==> src/common/edrf_pkg.sv <==
// constants and carrier types for the event data return framer
`default_nettype none

package edrf_pkg;

    // ==================================================================
    // event buffering
    // ==================================================================
    localparam int unsigned NUM_BUF   = 4;       // event buffer levels
    localparam int unsigned PTR_W     = 2;       // buffer pointer width
    localparam int unsigned CNT_W     = 3;       // occupancy count width
    localparam int unsigned MAX_HITS  = 4;       // hit words held per event
    localparam int unsigned HCNT_W    = 3;       // hit count width (0..4)

    // ==================================================================
    // frame layout (every part a whole number of 32-bit words)
    // ==================================================================
    localparam int unsigned WORD_W    = 32;      // header, hit and trailer word
    localparam int unsigned BIT_W     = 5;       // bit index within a word
    localparam logic [4:0]  LAST_BIT  = 5'h1f;   // last bit of a word
    localparam logic [31:0] TRAILER   = 32'h0000_0000; // 32 zero bits
    localparam logic        START_BIT = 1'b1;    // first header bit
    localparam logic        TYPE_EVT  = 1'b1;    // event data
    localparam logic        TYPE_REG  = 1'b0;    // register read-back
    localparam logic [2:0]  RB_WORDS  = 3'h2;    // 64 register bits, 2 words
    localparam int unsigned REG_W     = 64;      // read-back register width

    // header word, bit 0 goes out first
    typedef struct packed {
        logic [7:0] spare;     // buffer index and occupancy
        logic [7:0] serial;    // section serial number
        logic [2:0] err;       // error code
        logic [4:0] time_f;    // trigger time or received address
        logic       rsvd;      // byte alignment, zero
        logic [4:0] tag_f;     // trigger tag or command code
        logic       kind;      // 1 event, 0 register
        logic       start;     // always one
    } edrf_hdr_t;

    // one stored event
    typedef struct packed {
        logic [4:0]                     tag;    // trigger tag
        logic [4:0]                     ttime;  // timing counter state
        logic [HCNT_W-1:0]              nhits;  // hit words used
        logic [MAX_HITS-1:0][WORD_W-1:0] hits;  // hit words, index 0 first
    } edrf_event_t;

    // read-back request
    typedef struct packed {
        logic [4:0]       opcode;  // received command code
        logic [4:0]       addr;    // received address
        logic [REG_W-1:0] value;   // register contents
    } edrf_rb_t;

    // transmitter states
    typedef enum logic [1:0] {
        ST_IDLE = 2'b00,
        ST_HDR  = 2'b01,
        ST_DATA = 2'b10,
        ST_TAIL = 2'b11
    } edrf_state_t;

endpackage

`default_nettype wire

==> src/hdl/edrf_framer.sv <==
// front-end section return link framer: event buffers and serial frame sender
`timescale 1ns/1ps
`default_nettype none

module edrf_framer
(
    input  wire logic                 mclk_in,       // 125 MHz clock
    input  wire logic                 reset_in,      // sync reset, high
    input  wire logic                 bit_tick_in,   // one pulse per link bit
    input  wire logic                 frame_slot_in, // shared frame start slot
    input  wire logic                 trig_in,       // trigger accept pulse
    input  wire edrf_pkg::edrf_event_t event_in,     // event captured on trig_in
    input  wire logic                 read_in,       // read-event pulse
    input  wire logic                 clear_in,      // clear-readout pulse
    input  wire logic                 rb_req_in,     // read-back request pulse
    input  wire edrf_pkg::edrf_rb_t    rb_in,        // read-back contents
    input  wire logic [2:0]           err_in,        // error code for headers
    input  wire logic [7:0]           serial_in,     // section serial number
    output logic                      line_out,      // serial return data bit
    output logic                      busy_out,      // frame in progress
    output logic [2:0]                occupancy_out, // buffers holding events
    output logic                      full_out,      // all buffers occupied
    output logic                      pending_out    // a request awaits a slot
);
    import edrf_pkg::*;

    // ==================================================================
    // storage and state
    // ==================================================================
    edrf_event_t            buf_mem [NUM_BUF];  // event buffer levels
    logic [PTR_W-1:0]       wr_ptr_q;           // next free level
    logic [PTR_W-1:0]       rd_ptr_q;           // oldest unread level
    logic [CNT_W-1:0]       cnt_q;              // levels in use
    logic                   rd_pend_q;          // read-event waiting
    logic                   rb_pend_q;          // read-back waiting
    edrf_rb_t               rb_q;               // held read-back request
    edrf_state_t            state_q;            // transmitter state
    logic [WORD_W-1:0]      word_q;             // word being shifted
    logic [BIT_W-1:0]       bit_q;              // next bit index
    logic [MAX_HITS-1:0][WORD_W-1:0] data_q;    // data words of frame
    logic [HCNT_W-1:0]      nwords_q;           // data words in frame
    logic [HCNT_W-1:0]      widx_q;             // current data word
    logic                   var_q;              // variable length frame
    logic                   line_q;             // registered line bit

    logic                   store;              // event written this cycle
    logic                   start;              // frame starts this cycle
    logic                   start_evt;          // started frame is an event
    logic                   pop;                // oldest buffer leaves
    logic                   word_end;           // last bit of word sent
    edrf_event_t            head_evt;           // oldest buffered event
    edrf_hdr_t              hdr;                // header for starting frame

    // ==================================================================
    // helpers
    // ==================================================================
    // picks a data word by index, zero beyond the table
    function automatic logic [WORD_W-1:0] pick_word
    (
        input logic [MAX_HITS-1:0][WORD_W-1:0] words,
        input logic [HCNT_W-1:0]               idx
    );
        logic [WORD_W-1:0] w;
        w = '0;
        for (int i = 0; i < MAX_HITS; i++)
        begin
            if (idx == HCNT_W'(i))
            begin
                w = words[i];
            end
        end
        return w;
    endfunction

    // ==================================================================
    // control decode
    // ==================================================================
    // a full buffer drops the event; the far end's model prevents it
    assign store     = trig_in && (cnt_q != CNT_W'(NUM_BUF));
    assign head_evt  = buf_mem[rd_ptr_q];
    // start only on a shared slot so every section's start bit lines up
    assign start     = (state_q == ST_IDLE) && frame_slot_in && bit_tick_in
                       && (rd_pend_q || rb_pend_q);
    // event reads go ahead of read-back when both wait
    assign start_evt = rd_pend_q;
    assign pop       = start && start_evt;
    assign word_end  = bit_tick_in && (state_q != ST_IDLE) && (bit_q == LAST_BIT);

    // header build, shared field slots change meaning by frame kind
    always_comb
    begin
        hdr        = '0;
        hdr.start  = START_BIT;
        hdr.rsvd   = 1'b0;
        hdr.err    = err_in;
        hdr.serial = serial_in;
        if (start_evt)
        begin
            hdr.kind   = TYPE_EVT;
            hdr.tag_f  = head_evt.tag;
            hdr.time_f = head_evt.ttime;
            // low bits: source level, high bits: levels full
            hdr.spare  = {3'h0, cnt_q, 2'(rd_ptr_q)};
        end
        else
        begin
            hdr.kind   = TYPE_REG;
            hdr.tag_f  = rb_q.opcode;
            hdr.time_f = rb_q.addr;
            hdr.spare  = {3'h0, cnt_q, 2'h0};
        end
    end

    // ==================================================================
    // event buffer write
    // ==================================================================
    // tag, time and hits land together in one level
    always_ff @(posedge mclk_in)
    begin
        if (store)
        begin
            buf_mem[wr_ptr_q] <= event_in;
        end
    end

    // ==================================================================
    // buffer pointers and occupancy
    // ==================================================================
    // a trigger with a clear is counted, but its event lands at the old wr_ptr_q level while reads restart at level 0
    always_ff @(posedge mclk_in)
    begin
        if (reset_in)
        begin
            wr_ptr_q <= '0;
            rd_ptr_q <= '0;
            cnt_q    <= '0;
        end
        else if (clear_in)
        begin
            rd_ptr_q <= '0;
            wr_ptr_q <= store ? PTR_W'(1) : '0;
            cnt_q    <= store ? CNT_W'(1) : '0;
        end
        else
        begin
            if (store)
            begin
                wr_ptr_q <= wr_ptr_q + PTR_W'(1);
            end
            if (pop)
            begin
                rd_ptr_q <= rd_ptr_q + PTR_W'(1);
            end
            cnt_q <= cnt_q + CNT_W'(store) - CNT_W'(pop);
        end
    end

    // ==================================================================
    // request holding
    // ==================================================================
    // read with nothing left after this cycle's pop is dropped, line stays at zeros
    always_ff @(posedge mclk_in)
    begin
        if (reset_in)
        begin
            rd_pend_q <= 1'b0;
        end
        else if (clear_in)
        begin
            rd_pend_q <= 1'b0;
        end
        else if (read_in && (cnt_q != CNT_W'(pop)))
        begin
            rd_pend_q <= 1'b1;
        end
        else if (pop)
        begin
            rd_pend_q <= 1'b0;
        end
    end

    // read-back request held until its slot comes
    always_ff @(posedge mclk_in)
    begin
        if (reset_in)
        begin
            rb_pend_q <= 1'b0;
            rb_q      <= '0;
        end
        else if (rb_req_in)
        begin
            rb_pend_q <= 1'b1;
            rb_q      <= rb_in;
        end
        else if (start && !start_evt)
        begin
            rb_pend_q <= 1'b0;
        end
    end

    // ==================================================================
    // frame sequencer
    // ==================================================================
    // walks header, data words and, for event frames only, trailer one word at a time
    always_ff @(posedge mclk_in)
    begin
        if (reset_in)
        begin
            state_q  <= ST_IDLE;
            word_q   <= '0;
            data_q   <= '0;
            nwords_q <= '0;
            widx_q   <= '0;
            var_q    <= 1'b0;
        end
        else if (start)
        begin
            state_q <= ST_HDR;
            word_q  <= hdr;
            widx_q  <= '0;
            if (start_evt)
            begin
                var_q    <= 1'b1;
                data_q   <= head_evt.hits;
                nwords_q <= head_evt.nhits;
            end
            else
            begin
                // register bits go low word first, each lsb first
                var_q    <= 1'b0;
                data_q   <= {{(MAX_HITS*WORD_W-REG_W){1'b0}}, rb_q.value};
                nwords_q <= RB_WORDS;
            end
        end
        else if (word_end)
        begin
            case (state_q)
                ST_HDR:
                begin
                    if (nwords_q != '0)
                    begin
                        state_q <= ST_DATA;
                        word_q  <= pick_word(data_q, '0);
                    end
                    else if (var_q)
                    begin
                        state_q <= ST_TAIL;
                        word_q  <= TRAILER;
                    end
                    else
                    begin
                        state_q <= ST_IDLE;
                    end
                end
                ST_DATA:
                begin
                    if (widx_q + HCNT_W'(1) != nwords_q)
                    begin
                        widx_q <= widx_q + HCNT_W'(1);
                        word_q <= pick_word(data_q, widx_q + HCNT_W'(1));
                    end
                    else if (var_q)
                    begin
                        state_q <= ST_TAIL;
                        word_q  <= TRAILER;
                    end
                    else
                    begin
                        state_q <= ST_IDLE;
                    end
                end
                ST_TAIL:
                begin
                    state_q <= ST_IDLE;
                end
                default:
                begin
                    state_q <= ST_IDLE;
                end
            endcase
        end
    end

    // ==================================================================
    // bit counter
    // ==================================================================
    // wraps after bit 31, so each word is exactly 32 bits
    always_ff @(posedge mclk_in)
    begin
        if (reset_in)
        begin
            bit_q <= '0;
        end
        else if (start)
        begin
            bit_q <= BIT_W'(1);
        end
        else if (bit_tick_in && (state_q != ST_IDLE))
        begin
            bit_q <= bit_q + BIT_W'(1);
        end
    end

    // ==================================================================
    // serial line
    // ==================================================================
    // changes only on bit ticks; zeros from the first idle tick until a frame starts
    always_ff @(posedge mclk_in)
    begin
        if (reset_in)
        begin
            line_q <= 1'b0;
        end
        else if (start)
        begin
            line_q <= START_BIT;
        end
        else if (bit_tick_in)
        begin
            if (state_q != ST_IDLE)
            begin
                line_q <= word_q[bit_q];
            end
            else
            begin
                line_q <= 1'b0;
            end
        end
    end

    // ==================================================================
    // outputs
    // ==================================================================
    assign line_out      = line_q;
    assign busy_out      = (state_q != ST_IDLE);
    assign occupancy_out = cnt_q;
    assign full_out      = (cnt_q == CNT_W'(NUM_BUF));
    assign pending_out   = rd_pend_q || rb_pend_q;

endmodule

`default_nettype wire

==> config.mk <==
export PLATFORM = sky130hd
export DESIGN_NAME = edrf_framer
export DESIGN_NICKNAME = d
export VERILOG_FILES = /design/src/common/edrf_pkg.sv /design/src/hdl/edrf_framer.sv
export SDC_FILE = /design/constraint.sdc
export NUM_CORES = 1
export LEC_CHECK = 0
export ABC_AREA = 1
export BUFFER_PORTS_ARGS = -buffer_cell sky130_fd_sc_hd__clkbuf_2
export CAP_MARGIN = 25
export CORE_MARGIN = 3
export CORE_UTILIZATION = 45
export DETAILED_ROUTE_END_ITERATION = 16
export GPL_ROUTABILITY_DRIVEN = 0
export PLACE_DENSITY = 0.64
export SYNTH_ARGS = -nofsm -noshare
export SYNTH_HDL_FRONTEND = slang
export SYNTH_SLANG_ARGS = --single-unit
export TNS_END_PERCENT = 5
==> constraint.sdc <==
create_clock -name mclk_in -period 10.8 [get_ports mclk_in]
set_input_delay 2.16 -clock mclk_in [delete_from_list [all_inputs] [get_ports mclk_in]]
set_output_delay 2.16 -clock mclk_in [all_outputs]
set_load 0.02 [all_outputs]
==> out/qor.yml <==
sta:
  rsz0062_at_grt: "false"
  period_share_pct: 48.62
  fin_crit_ps: 5251
  hold_violations: 0
  slew_headroom_pct: 9.808
  worstMarginPinSlew_ps: 1353
  setup_violations: 0
  slew_viol_final: 0
  fin_worst_skew_ps: 40.54
  fin_tns_setup_ps: 0
  setup_slack_ps: 5549
  max_freq_mhz: 190.4
power:
  internal_power_mw: 5.385
  combPwrFrac_pct: 4.9
  p_switching_mw: 1.526
  clock_power_share_pct: 44.1
  p_per_area_mw_per_mm2: 177.1
  total_power_mw: 6.911
  switching_share_pct: 22.08
  p_leak_nw: 14.82
  p_seq_share_pct: 51.1
  ir_drop_uv: 135.2
global_routing:
  grt_pass1_vias: 23567
  grt_max_degree: 142
  antenna_found_initial: 3
  grt-ovfl-total: 0
  grt_pass1_wl_mm: 144.5
  grtUsageTotal_pct: 24.04
cts:
  postCtsSetupBuffers: 0
  cts_tree: "done"
  cts_hold_buf: 0
  cts-root-buf: "clkbuf_16"
  clock-sinks: 824
  clk_pin_slew_ps: 70
  clk_latency_ps: 650
  htreeDepth: 3
  cts_made_buffers: 86
  clock_path_buffers: 3
  cts_resized: 0
route:
  drt-initial-drc-count: 2668
  via_count: 25379
  wl_per_cell_um: 21.03
  finalWirelength_mm: 96.69
  firstDrtPassIters: 7
  viasPerCell: 5.518
  ant_nets: 0
  drc: 0
finish:
  final_layout_size_suffix_gt1_share_pct: 13.45
  stdcell_count: 4599
  final_cell_mix: "1007 x nand2_1, 564 x edfxtp_1, 298 x nor2_1, 282 x a21oi_1, 258 x dfxtp_1"
  syn_to_final_growth_pct: 13.78
  layout.nets: 3809
  layout_commonest_cell: "nand2_1"
critical_path:
  crit_top_cell: "buf_4"
  worstPathCellList: "clkbuf_2, buf_4, clkinv_2, nand2_4, buf_4, o221ai_1"
  crit_path_top_delay_cell: "clkinv_2"
  start_kind: "input pin"
  arrival_ps: 5730
  critPathKind: "input pin to register"
  crit_fanout: 83
  required_ps: 11280
  slowest_delay_ps: 1000
  endpoint_kind: "register"
outcome:
  status: "complete, no violations"
floorplanning:
  core-area_mm2: 0.07495
  start_util_pct: 45.75
  rows: 100
  die-area_mm2: 0.07954
  die_w_um: 282.0
  fp.dieH_um: 282.0
  pin_count: 241
yosys:
  async_flop_share_pct: 0
  synth.distinct_cells: 39
  syn-num-nets: 3675
  yosys_warnings: 0
  syn_area_per_cell_um2: 10.01
  syn_inst: 3424
  ys_seq_area_share_pct: 64.57
  synth_ff_type: "edfxtp_1"
  synth_seq_cells: 824
  synth-edff-count: 564
  synthesis.area_mm2: 0.03429
place:
  dp_cells: 4437
  io_buffers: 240
  dp_hpwl_mm: 61.21
  place_ws_ps: 4881
flow_run:
  cap_violations: 0
hold_path:
  min_path_type: "register to register"
## path summary, 6_finish.rpt
path                from         end  slack [ps]  cells after the start
min reg2reg  rd_ptr_q[1]    register         460                      2
max reg2reg     register   word_q[2]        7380                      8
min          rd_ptr_q[1]    register         460                      2
max             reset_in  data_q[20]        5550                      6
## cells by family (layout without fill, tap and decap cells)
logic type,count (synthesis),in the layout,synth area share [%]
compound gates,724,724,13.02
xor+xnor,4,4,0.1022
fa+ha+maj,17,17,0.6422
buf+inv,423,627,5.236
flops,824,824,64.57
other cells,0,2,0
simple gates,1432,1432,16.43
## registers in the layout (all words and copies together), names as in the netlist, named ones only
register and cells:
var_q 1, bit_q 5, state_q 2, rb_pend_q 1, data_q 128, rd_pend_q 1
rd_ptr_q 2, buf_mem 564, occupancy_out 3, wr_ptr_q 2, word_q 32, line_out 1
nwords_q 3, widx_q 3, rb_q 74
## synthesized netlist by cell type (all sizes together) (16+ instances only)
cell type / number / share of area (%)
edfxtp: 564 / 49
a32o: 79 / 2.3
o311ai: 26 / 1.1
o22ai: 38 / 0.69
nand2: 1015 / 11
buf: 118 / 1.9
o21ai: 243 / 3.5
ha: 16 / 0.58
a21oi: 282 / 4.1
a31oi: 26 / 0.47
dfxtp: 260 / 15
nor2: 312 / 3.6
nand3: 100 / 1.5
inv: 194 / 2.1
clkbuf: 109 / 1.2
## final cells by class
type	instances	area, um2
diodes	2	5.005
clock buffers	109	2308
clock inverters	49	649.4
fillers	6704	35930
inverters	196	752.0
multi-input cells	2177	10390
flip-flops and latches	824	22150
well taps	969	1212
repair buffers	273	1546
## metal layers
metal	vias up	global-route usage, %	share of wire [%]
li1	11998	-	-
met2	918	38.12	47
met3	156	3.813	7.4
met1	12305	34.21	43
met5	-	0	0.0083
met4	2	7.423	2.9
## through the flow
step,utilization [%],hold WS [ps],area (um2)
after floorplan,-,428.6,34290
after global placement,47.96,441.6,35950
after detailed placement,48.03,445.3,36000
after CTS,51.98,458.8,38950
after global routing,52.06,476.7,39010
final,52.06,459.0,39010
## critical path, delay by kind of cell
kind | cells | cell delay (ps)
AOI/OAI and AO/OA | 1 | 290
and+or+nand+nor | 1 | 780
buffers and inverters | 4 | 2380
## power by group through the flow
stage / logic (mW) / clock network (mW) / registers [mW]
2_1_floorplan: 0.172 / 0 / 3.60
3_3_place_gp: 0.332 / 0 / 3.59
3_5_place_dp: 0.337 / 0 / 3.59
4_1_cts: 0.339 / 3.09 / 3.53
5_1_grt: 0.368 / 3.23 / 3.53
6_report: 0.338 / 3.04 / 3.53
No activity file was read; power rests on OpenSTA's default activity.
